<file path="config.mk">
export PLATFORM = sky130hd
export DESIGN_NAME = sba_sym_agent_flat
export DESIGN_NICKNAME = d
export VERILOG_FILES = /design/src/hw/sba_pkg.sv /design/src/hw/sba_if.sv /design/src/hw/sba_sym_agent.sv /design/src/flat_wrapper.sv
export SDC_FILE = /design/constraint.sdc
export NUM_CORES = 1
export LEC_CHECK = 0
export BUFFER_PORTS_ARGS = -buffer_cell sky130_fd_sc_hd__buf_2
export CORE_MARGIN = 1
export CORE_UTILIZATION = 48
export CTS_CLUSTER_SIZE = 20
export DETAILED_ROUTE_END_ITERATION = 12
export GPL_ROUTABILITY_DRIVEN = 0
export PLACE_DENSITY_LB_ADDON = 0.1
export SYNTH_ARGS = -nofsm -noshare
export SYNTH_HDL_FRONTEND = slang
export SYNTH_SLANG_ARGS = --single-unit
</file>
<file path="constraint.sdc">
create_clock -name mclk -period 2.03 [get_ports mclk]
set_clock_uncertainty 0.15 [all_clocks]
set_input_delay 0.3045 -clock mclk [delete_from_list [all_inputs] [get_ports mclk]]
set_output_delay 0.3045 -clock mclk [all_outputs]
set_load 0.1 [all_outputs]
</file>
<file path="src/hw/sba_pkg.sv">
// shared constants and helper functions for symmetric bus arbitration
package sba_pkg;

    localparam int         SBA_NUM_AGENTS  = 4;
    localparam logic [1:0] SBA_ROT_RESET   = 2'h3;
    localparam logic [1:0] SBA_ID_RESET    = 2'h0;
    localparam logic       SBA_PHASE_RESET = 1'h0;
    localparam logic       SBA_DRIVE_PHASE = 1'h0;
    localparam logic [3:0] SBA_LINES_IDLE  = 4'h0;
    localparam int         SBA_HOLD_CYCLES = 1;

    // physical pin index that selects each arbitration id
    localparam logic [1:0] SBA_PIN_FOR_ID1 = 2'h3;
    localparam logic [1:0] SBA_PIN_FOR_ID2 = 2'h2;
    localparam logic [1:0] SBA_PIN_FOR_ID3 = 2'h1;

    // line i of the bus arrives on pin (i - k) mod 4 of agent k
    function automatic logic [3:0] sba_map_lines(input logic [3:0] pins,
                                                 input logic [1:0] k);
        logic [3:0] lines;
        lines = 4'h0;
        for (int i = 0; i < SBA_NUM_AGENTS; i++) begin
            lines[i] = pins[2'(i) - k];
        end
        return lines;
    endfunction

    // round robin: first requester after rot gets the bus
    function automatic logic [1:0] sba_rr_pick(input logic [3:0] req,
                                               input logic [1:0] rot);
        logic [1:0] idx;
        logic [1:0] pick;
        logic       found;
        pick  = rot;
        found = 1'b0;
        for (int i = 1; i <= SBA_NUM_AGENTS; i++) begin
            idx = rot + 2'(i);
            if (!found && req[idx]) begin
                pick  = idx;
                found = 1'b1;
            end
        end
        return pick;
    endfunction

endpackage

</file>
<file path="src/hw/sba_if.sv">
// attachment of one agent to the arbitration signals; levels are active low
`timescale 1ns/1ps
interface sba_if;
    // resolved wire levels; all but priority_agent_request_n worked out by the bench from the enables
    logic [3:0] phys_pins_n;
    logic [3:0] symmetric_request_lines_n;
    logic       block_next_request_n;
    logic       priority_agent_request_n;
    logic       bus_init_signal_n;
    // symmetric agent drives: own request on pin 0, stall line
    logic       req_pin0_out;
    logic       req_pin0_oe_n;
    logic       bnr_out;
    logic       bnr_oe_n;
    // priority agent drives
    logic       pr_br0_out;
    logic       pr_br0_oe_n;
    logic       pr_bnr_out;
    logic       pr_bnr_oe_n;
    logic       pr_bus_init_signal_out;
    logic       pr_bus_init_signal_oe_n;

    modport sym_mp (
        input  phys_pins_n,
        input  block_next_request_n,
        input  priority_agent_request_n,
        input  bus_init_signal_n,
        output req_pin0_out,
        output req_pin0_oe_n,
        output bnr_out,
        output bnr_oe_n
    );

    modport prio_mp (
        input  symmetric_request_lines_n,
        input  block_next_request_n,
        input  bus_init_signal_n,
        output priority_agent_request_n,
        output pr_br0_out,
        output pr_br0_oe_n,
        output pr_bnr_out,
        output pr_bnr_oe_n,
        output pr_bus_init_signal_out,
        output pr_bus_init_signal_oe_n
    );
endinterface

</file>
<file path="src/hw/sba_sym_agent.sv">
// symmetric agent end: identity capture, rotating priority and stall handling
//
// Function
// - full queue asserts stall; owner stops issuing
// - stall line wired-or, driven/sampled alternate edges
// - priority request stops new unlocked requests
// - priority agent holds request until done
// - four agents: line i on pin i-k
// - two agents use lines 0,1 only
// - priority agent asserts line 0 at reset
// - identity taken from pins at reset release
// - agent n drives only line n
// - rotating id starts at three
// - rotating id follows each new owner
// - event: idle assert or owner release
// - all agents pick same round-robin owner
// - owner parks while nobody else requests
// - owner drops request when others request
// - bus init restores rotating id, clears bus tracking state, keeps identity
`timescale 1ns/1ps
module sba_sym_agent #(
    parameter bit PARK = 1'b1
) (
    input  wire logic       mclk,
    input  wire logic       reset,
    sba_if.sym_mp           bus,
    input  wire logic       bus_init_signal_enable,
    input  wire logic       user_req,
    input  wire logic       user_locked,
    input  wire logic       queue_full,
    output logic            id_valid,
    output logic [1:0]      arb_id,
    output logic [2:0]      reported_id,
    output logic [1:0]      rot_id,
    output logic            is_owner,
    output logic            stall,
    output logic            issue_ok
);

    // all state in one packed word
    typedef struct packed {
        logic       id_valid;
        logic [1:0] arb_id;
        logic [1:0] rot_id;
        logic       owner_valid;
        logic [1:0] owner;
        logic       req;
        logic       hold;
        logic [3:0] prev_lines;
        logic       phase;
        logic       bnr_drive;
        logic       stall;
    } sba_sym_state_t;

    // values after reset; identity comes back invalid
    localparam sba_sym_state_t SBA_SYM_RESET = '{
        id_valid:    1'b0,
        arb_id:      sba_pkg::SBA_ID_RESET,
        rot_id:      sba_pkg::SBA_ROT_RESET,
        owner_valid: 1'b0,
        owner:       sba_pkg::SBA_ID_RESET,
        req:         1'b0,
        hold:        1'b0,
        prev_lines:  sba_pkg::SBA_LINES_IDLE,
        phase:       sba_pkg::SBA_PHASE_RESET,
        bnr_drive:   1'b0,
        stall:       1'b0
    };

    sba_sym_state_t s_q;
    sba_sym_state_t s_d;

    // resolved views of the bus, asserted-high
    logic [3:0] pins;
    logic [3:0] lines;
    logic [3:0] others;
    logic [1:0] pick;
    logic       am_owner;
    logic       evt_idle;
    logic       evt_hand;
    logic       drop;
    logic       init_seen;
    logic       prio_seen;
    logic       stall_line;
    logic [3:0] own_bit;

    // capture order pin 0, 3, 2, 1; with no pin seen fall back to id 0
    function automatic logic [1:0] id_from_pins(input logic [3:0] p);
        logic [1:0] id;
        id = sba_pkg::SBA_ID_RESET;
        if (p[0]) begin
            id = 2'h0;
        end else if (p[sba_pkg::SBA_PIN_FOR_ID1]) begin
            id = 2'h1;
        end else if (p[sba_pkg::SBA_PIN_FOR_ID2]) begin
            id = 2'h2;
        end else if (p[sba_pkg::SBA_PIN_FOR_ID3]) begin
            id = 2'h3;
        end
        return id;
    endfunction

    // bus levels are active low; work in asserted-high inside
    assign pins     = ~bus.phys_pins_n;
    assign lines    = sba_pkg::sba_map_lines(pins, s_q.arb_id);
    assign own_bit    = 4'h1 << s_q.arb_id;
    assign others     = lines & ~own_bit;
    // bus init is only honoured when the enable says so
    assign init_seen  = bus_init_signal_enable && !bus.bus_init_signal_n;
    assign prio_seen  = !bus.priority_agent_request_n;
    assign stall_line = !bus.block_next_request_n;

    // lines are indexed by agent id once the board rotation is undone
    assign am_owner = s_q.owner_valid && (s_q.owner == s_q.arb_id);
    assign evt_idle = (s_q.prev_lines == sba_pkg::SBA_LINES_IDLE)
                      && (lines != sba_pkg::SBA_LINES_IDLE);
    assign evt_hand = s_q.owner_valid && s_q.prev_lines[s_q.owner]
                      && !lines[s_q.owner];
    assign pick     = sba_pkg::sba_rr_pick(lines, s_q.rot_id);

    always_comb begin
        s_d  = s_q;
        drop = 1'b0;
        if (!s_q.id_valid) begin
            // first cycle after release: priority agent still holds line 0
            s_d.id_valid = 1'b1;
            // pins stand still through this cycle, so one look is enough
            s_d.arb_id   = id_from_pins(pins);
        end else if (init_seen) begin
            // identity survives; only bus tracking state is dropped
            s_d.rot_id      = sba_pkg::SBA_ROT_RESET;
            s_d.owner_valid = 1'b0;
            s_d.req         = 1'b0;
            s_d.hold        = 1'b0;
            s_d.prev_lines  = sba_pkg::SBA_LINES_IDLE;
            s_d.phase       = sba_pkg::SBA_PHASE_RESET;
            s_d.bnr_drive   = 1'b0;
            s_d.stall       = 1'b0;
            // limitation: drive may move again on the next drive edge
        end else begin
            s_d.phase      = ~s_q.phase;
            // last cycle's lines feed the idle and hand-over events
            s_d.prev_lines = lines;
            // drive edges and sample edges alternate so no glitch is sampled
            if (s_q.phase == sba_pkg::SBA_DRIVE_PHASE) begin
                s_d.bnr_drive = queue_full;
            end else begin
                s_d.stall = stall_line;
            end
            // every agent sees the same lines and rot id, so all pick alike
            if (evt_idle || evt_hand) begin
                if (lines != sba_pkg::SBA_LINES_IDLE) begin
                    s_d.owner       = pick;
                    s_d.rot_id      = pick;
                    s_d.owner_valid = 1'b1;
                end else begin
                    // owner left with nobody waiting: bus goes idle
                    s_d.owner_valid = 1'b0;
                end
            end
            // hold blocks a re-raise right after any drop, whatever user_req does
            s_d.hold = 1'b0;
            if (s_q.req) begin
                if (am_owner && (others != sba_pkg::SBA_LINES_IDLE)) begin
                    drop = 1'b1;
                // with PARK off the owner lets go as soon as its user does
                end else if (!user_req && !(am_owner && PARK)) begin
                    drop = 1'b1;
                end
                if (drop) begin
                    s_d.req  = 1'b0;
                    s_d.hold = 1'b1;
                end
            end else if (!s_q.hold && user_req) begin
                s_d.req = 1'b1;
            end
        end
    end

    // one register for all state keeps reset in one place
    always_ff @(posedge mclk) begin
        if (reset) begin
            s_q <= SBA_SYM_RESET;
        end else begin
            s_q <= s_d;
        end
    end

    // only pin 0 is ever driven: it carries line n for agent n
    assign bus.req_pin0_out  = 1'b0;
    assign bus.req_pin0_oe_n = ~(s_q.id_valid && s_q.req);
    assign bus.bnr_out       = 1'b0;
    assign bus.bnr_oe_n      = ~s_q.bnr_drive;

    // registered outputs straight from state
    assign id_valid    = s_q.id_valid;
    assign arb_id      = s_q.arb_id;
    assign reported_id = {s_q.arb_id, 1'b0};
    assign rot_id      = s_q.rot_id;
    assign is_owner    = s_q.id_valid && am_owner && s_q.req;
    assign stall       = s_q.stall;

    // a locked sequence may continue under priority request, never under stall
    assign issue_ok = is_owner && !s_q.stall
                      && (!prio_seen || user_locked);

endmodule

</file>
<file path="src/flat_wrapper.sv">
// flat-port wrapper written by rule: the top's interface ports become plain ports
module sba_sym_agent_flat 
#(
    parameter bit PARK = 1'b1
)
  (mclk, reset, bus_init_signal_enable, user_req, user_locked, queue_full, id_valid, arb_id, reported_id, rot_id, is_owner, stall, issue_ok, bus_phys_pins_n, bus_block_next_request_n, bus_priority_agent_request_n, bus_bus_init_signal_n, bus_req_pin0_out, bus_req_pin0_oe_n, bus_bnr_out, bus_bnr_oe_n);
  sba_if bus_i ();
  input  wire logic mclk;
  input  wire logic reset;
  input  wire logic bus_init_signal_enable;
  input  wire logic user_req;
  input  wire logic user_locked;
  input  wire logic queue_full;
  output logic id_valid;
  output logic [1:0] arb_id;
  output logic [2:0] reported_id;
  output logic [1:0] rot_id;
  output logic is_owner;
  output logic stall;
  output logic issue_ok;
  input wire logic [$bits(bus_i.phys_pins_n)-1:0] bus_phys_pins_n;
  input wire logic [$bits(bus_i.block_next_request_n)-1:0] bus_block_next_request_n;
  input wire logic [$bits(bus_i.priority_agent_request_n)-1:0] bus_priority_agent_request_n;
  input wire logic [$bits(bus_i.bus_init_signal_n)-1:0] bus_bus_init_signal_n;
  output wire logic [$bits(bus_i.req_pin0_out)-1:0] bus_req_pin0_out;
  output wire logic [$bits(bus_i.req_pin0_oe_n)-1:0] bus_req_pin0_oe_n;
  output wire logic [$bits(bus_i.bnr_out)-1:0] bus_bnr_out;
  output wire logic [$bits(bus_i.bnr_oe_n)-1:0] bus_bnr_oe_n;
  assign bus_i.phys_pins_n = bus_phys_pins_n;
  assign bus_i.block_next_request_n = bus_block_next_request_n;
  assign bus_i.priority_agent_request_n = bus_priority_agent_request_n;
  assign bus_i.bus_init_signal_n = bus_bus_init_signal_n;
  assign bus_req_pin0_out = bus_i.req_pin0_out;
  assign bus_req_pin0_oe_n = bus_i.req_pin0_oe_n;
  assign bus_bnr_out = bus_i.bnr_out;
  assign bus_bnr_oe_n = bus_i.bnr_oe_n;
  sba_sym_agent #(.PARK(PARK)) u_core (.mclk(mclk), .reset(reset), .bus(bus_i), .bus_init_signal_enable(bus_init_signal_enable), .user_req(user_req), .user_locked(user_locked), .queue_full(queue_full), .id_valid(id_valid), .arb_id(arb_id), .reported_id(reported_id), .rot_id(rot_id), .is_owner(is_owner), .stall(stall), .issue_ok(issue_ok));
endmodule
</file>
After elaboration in Yosys (flattened, before gate mapping)
Index checks and enable logic that the tools add are counted.
- register bits: 17
- bits of input ports: 13
- output and inout bits: 15
- word-level logic and storage cells: 124
- add/subtract/negate cells: 7
- $lt $le $gt $ge: 9
- eq/ne operators: 2
- shift-type cells: 1
- multiplexer cells: 48
- bitwise gates (word level): 7
- reduce and logical (&&, ||, !) cells: 39
- operators with widths (operator ; number):
    $lt A2 B3 Y1 const B ; 9
    $mux W1 ; 24
    $mux W2 ; 11
    $bmux W1 S2 ; 10
    $logic_and A1 B1 Y1 ; 16
    $logic_not A1 Y1 ; 10
    $mux W9 ; 1
    $not A4 Y4 ; 2
    $reduce_bool A4 Y1 ; 2
    $reduce_and A2 Y1 ; 3
    $reduce_bool A2 Y1 ; 3
    $mux W5 ; 1
    $add A2 B2 Y2 const B ; 2
    $and A4 B4 Y4 ; 1
    $logic_not A4 Y1 ; 1
    $not A1 Y1 ; 4
    $reduce_and A4 Y1 ; 1
    $shl A1 B2 Y4 const A ; 1
    $sub A1 B2 Y2 const A ; 2
    $sub A2 B2 Y2 const A ; 2
    $mux W3 ; 1
    $reduce_and A3 Y1 ; 1
    $add A2 B1 Y2 const B ; 1
    $eq A2 B2 Y1 ; 1
    2 further kinds ; 3

Logic depth before layout (Yosys ltp)
- word-level depth: 18
- gate-level depth with buffers: 8
- mapped depth without buffers: 7

Least setup slack after synthesis
Ideal clock, no wire load.
- path type: register -> output
- start point: reg u_core.s_q (netlist bit u_core.id_valid)
- end point: out issue_ok
- arrival time: 5083 ps
- data required time: 1576 ps
- setup slack: -3508 ps
- cell stages (with the launch flop): 3
- path buffers: 0
- cell sequence: dfxtp_1 > nand2_1 > nor4_1
- word-level cells in the longest chain between the ends: 4
- RTL lines (item ; line ; RTL):
    start: declaration ; sba_sym_agent.sv:70 ; sba_sym_state_t s_q;
    start signal: assignment ; sba_sym_agent.sv:183 ; s_q <= SBA_SYM_RESET;
    start signal: assignment ; sba_sym_agent.sv:185 ; s_q <= s_d;
    $logic_and A1 B1 Y1 (2 in series) ; sba_sym_agent.sv:200 ; assign is_owner = s_q.id_valid && am_owner && s_q.req;
    $logic_and A1 B1 Y1 ; sba_sym_agent.sv:204 ; assign issue_ok = is_owner && !s_q.stall
    $logic_and A1 B1 Y1 ; sba_sym_agent.sv:205 ; && (!prio_seen || user_locked);
    end: declaration ; flat_wrapper.sv:20 ; output logic issue_ok;
No other way between the ends.

Worst setup path after layout
- start point: reg u_core.s_q (netlist bit u_core.arb_id[0])
- end point: reg u_core.s_q[7] (netlist name)
- word-level cells in the longest chain between the ends: 13
- elaborated cells between the ends (all ways): 29
- those cells by class: add/sub (4); eq/ne (1); shift (1); mux (16); bitwise (2); reduce/logical (5)
- RTL lines (item ; line ; RTL):
    $sub A1 B2 Y2 / $sub A2 B2 Y2 (equally long branches) ; sba_pkg.sv:23 ; lines[i] = pins[2'(i) - k];
    $bmux W1 S2 ; sba_pkg.sv:23 ;
    $mux W1 (implied by the code) ; sba_pkg.sv:23 ;
    $and A4 B4 Y4 ; sba_sym_agent.sv:107 ; assign others = lines & ~own_bit;
    $reduce_bool A4 Y1 ; sba_sym_agent.sv:164 ; if (am_owner && (others != sba_pkg::SBA_LINES_IDLE)) begin
    $logic_and A1 B1 Y1 ; sba_sym_agent.sv:164 ;
    $mux W1 * ; sba_sym_agent.sv:164 ;
    $mux W1 * ; sba_sym_agent.sv:163 ; if (s_q.req) begin
    $mux W1 * ; sba_sym_agent.sv:129 ; end else if (init_seen) begin
    $mux W1 * ; sba_sym_agent.sv:124 ; if (!s_q.id_valid) begin
    $mux W2 * ; sba_sym_agent.sv:170 ; if (drop) begin
    $mux W1 * ; sba_sym_agent.sv:163 ;
    $mux W9 * ; sba_sym_agent.sv:129 ;
Every way passes the cells marked *; elsewhere a longest branch is shown, timed or not. The select of a mux whose other input is x is not followed.
A chain may end at the register's enable or synchronous reset.

==> flow_summary_export.csv <==
group,metric,value,unit
synth,synth_warnings,0,
synth,synthCells,143,
global_route,gr-usage-all-layers,26.36,%
worst_hold_path,hp-start,"bus_block_next_request_n",
synth,syn_area_per_cell,8.592,um^2
sta,fmax,485.1,MHz
placed_design,detailed_place_hpwl,2.237,mm
synth,synthTopCellsByArea,"dfxtp_1 28%, mux4_2 7.3%, buf_4 5.5%",
route,antenna_left,0,
global_route,grt-ovfl-total,0,
synth,synth_area_leader_cell,"dfxtp_1",
run_status,violations,"setup timing",
cts,cts.sinks,17,
cells_and_area,final_layout_size_suffix_gt1_share,40.96,%
setup_path,crit_arrival,2.16,ns
cells_and_area,multi_input_area,872.1,um^2
sta,hold_ws,0.1116,ns
sta,rsz0062_at_grt,"true",
synth,synthArstFlopShare,0,%
floorplanning,initial_core_util,53.00,%
power,power_density,604.3,mW/mm^2
route,wl,3.013,mm
route,drc,0,
setup_path,ff2ff_setup_slack,-0.03,ns
route,drt_iter0_drc,18,
cells_and_area,nets,184,
cts,clock-root-buffer,"clkbuf_4",
setup_path,cp-end-kind,"flop",
cts,clock_latency,0.30,ns
power,vdd_drop_max,0.0004943,V
global_route,grt_pass1_wl,5.161,mm
setup_path,start_kind,"flop",
worst_hold_path,hold_depth,3,
setup_path,worstPathRequired,2.13,ns
synth,synth_top_area_share,27.70,%
global_route,antenna_found_initial,0,
cts,clk_pin_slew,0.09,ns
setup_path,r2r_cells,6,
cells_and_area,seqCellArea,350.3,um^2
sta,report.final.hold_viol_count,0,
synth,synth_common_cells,"17 x dfxtp_1, 13 x nor2_1, 11 x a21oi_1, 11 x inv_1, 11 x nand2_1",
cts,htreeDepth,1,
synth,synth_ff_type,"dfxtp_1",
route,num_vias,1134,
cts,cts_buffers,3,
synth,yosysUniqueCellTypes,48,
setup_path,crit_fanout,7,
cts,ctsLongestPathBuffers,2,
synth,netlist_area,0.001229,mm^2
floorplanning,row_count,17,
floorplanning,die_height,52.60,um
floorplanning,dieArea,0.002766,mm^2
placed_design,dp_cells,188,
cts,cts_tree,"done",
global_route,grt_max_degree,17,
synth,synth-seq-cells,17,
sta,setup-tns-final,-0.1099,ns
floorplanning,coreArea,0.002318,mm^2
sta,drv_slew,0,
synth,ys_seq_area_share,27.70,%
run,drv_cap,0,
cells_and_area,fin_cells,194,
cts,cts_hold_buf,0,
route,vias_per_cell,5.845,
power,p_leak,0.6211,nW
floorplanning,die_x,52.60,um
run_status,status,"finished, violations left",
setup_path,worstReg2RegEnd,"u_core.s_q[7]$_SDFFE_PP0P_",
synth,synth_most_common_cell,"dfxtp_1",
sta,setup_violations,6,
setup_path,rr_startpoint,"u_core.arb_id[0]$_SDFFE_PP0N_",
cells_and_area,syn2layout_area_growth,25.25,%
global_route,grt_pass1_vias,1132,
worst_hold_path,worstHoldEndpoint,"u_core.stall$_SDFFE_PP0P_",
placed_design,port_buffers,24,
sta,relSlewSlack,54.92,%
floorplanning,io_pins,28,
setup_path,path_class,"reg2reg",
worst_hold_path,holdCritPathClass,"in2reg",
sta,tightest_slew,0.6700,ns
sta,post-route-period-util,101.5,%
route,wl_per_cell,15.53,um
route,drt_pass1_iterations,5,
sta,worst_slack,-0.03141,ns
cells_and_area,num-fill-cells,202,
sta,period_needed,2.061,ns
synth,synth-edff-count,0,
cells_and_area,insertedDiodeCount,0,
## kinds of logic (layout without fill, tap and decap cells)
family	after synthesis	in the layout	synth area share, %
AND/OR/NAND/NOR	49	49	20.37
AO/OA/AOI/OAI	37	37	24.24
buffers and inverters	25	46	11.10
flip-flops	17	17	27.70
multiplexers	8	8	10.79
adder cells (fa/ha/maj)	4	4	4.073
XOR/XNOR	2	2	1.426
other	1	3	0.3052
## cell type report
class	count	area share (%)
multi-input cells	103	56.67
flip-flops and latches	17	22.76
repair buffers	30	13.50
inverters	12	3.089
well taps	28	2.276
clock buffers	4	1.707
## registers in the layout, indices dropped and copies added (netlist names)
register,count
u_core.s_q,11
u_core.arb_id,2
u_core.rot_id,2
u_core.id_valid,1
u_core.stall,1
## critical path, stage by stage (launching register included)
cell	delay, ns
dfxtp_4	0.41
buf_4	0.16
mux4_2	0.60
o22ai_2	0.22
nor3_1	0.08
a211oi_2	0.22
a31o_1	0.18
## per-layer routing
layer | global-route usage (%) | routed length (um) | up-vias
met3 | 6.667 | 84 | 7
met4 | 13.60 | 75 | 0
met1 | 32.74 | 1414 | 548
met5 | 0 | 0 | -
met2 | 41.56 | 1438 | 20
li1 | - | - | 559
## stage by stage
step	instance area [um^2]	total power, mW	utilization, %	setup WS (ns)
CTS	1504	0.9251	64.87	-0.02382
detailed placement	1458	0.7339	62.87	-0.07562
floorplan	1328	0.6732	-	-0.2364
finish	1539	0.9300	66.38	-0.03141
global placement	1458	0.7266	62.87	-0.02389
global route	1539	0.9805	66.38	-0.1471
## how the worst max path moves through the flow
stage / end / from / depth (start not counted)
3_3_place_gp: u_core.s_q[7]$_SDFFE_PP0P_ / u_core.arb_id[0]$_SDFFE_PP0N_ / 6
3_5_place_dp: u_core.s_q[7]$_SDFFE_PP0P_ / u_core.arb_id[0]$_SDFFE_PP0N_ / 6
5_1_grt: u_core.s_q[9]$_SDFFE_PP0P_ / u_core.arb_id[0]$_SDFFE_PP0N_ / 7
2_1_floorplan: issue_ok / u_core.arb_id[0]$_SDFFE_PP0N_ / 4
6_report: u_core.s_q[7]$_SDFFE_PP0P_ / u_core.arb_id[0]$_SDFFE_PP0N_ / 6
4_1_cts: u_core.s_q[7]$_SDFFE_PP0P_ / u_core.arb_id[0]$_SDFFE_PP0N_ / 6
## report_power, final
part           switching (mW)  internal, mW
combinational           0.236         0.117
clock                   0.109        0.0768
sequential             0.0363         0.355
## repair_timing
| item | in CTS | in global routing |
|---|---|---|
| endpoints found under the setup margin | 8 | 8 |
| pin swaps | 5 | 2 |
| resized for setup | 5 | 5 |
| cloned | 0 | 0 |
| buffers inserted | 1 | 1 |
## placed cells by master (no fill, tap or decap), types with 3 or more instances in the layout
master	n
a221oi_2	3
o21ai_0	3
ha_1	3
buf_4	5
a21oi_2	3
and3_1	4
buf_2	22
nand2b_1	3
conb_1	3
a21oi_1	9
buf_12	3
clkbuf_4	3
nand2_1	10
inv_1	9
nor2_1	12
nand3_1	3
mux4_2	4
dfxtp_1	13
No activity file was read; power rests on OpenSTA's default activity.
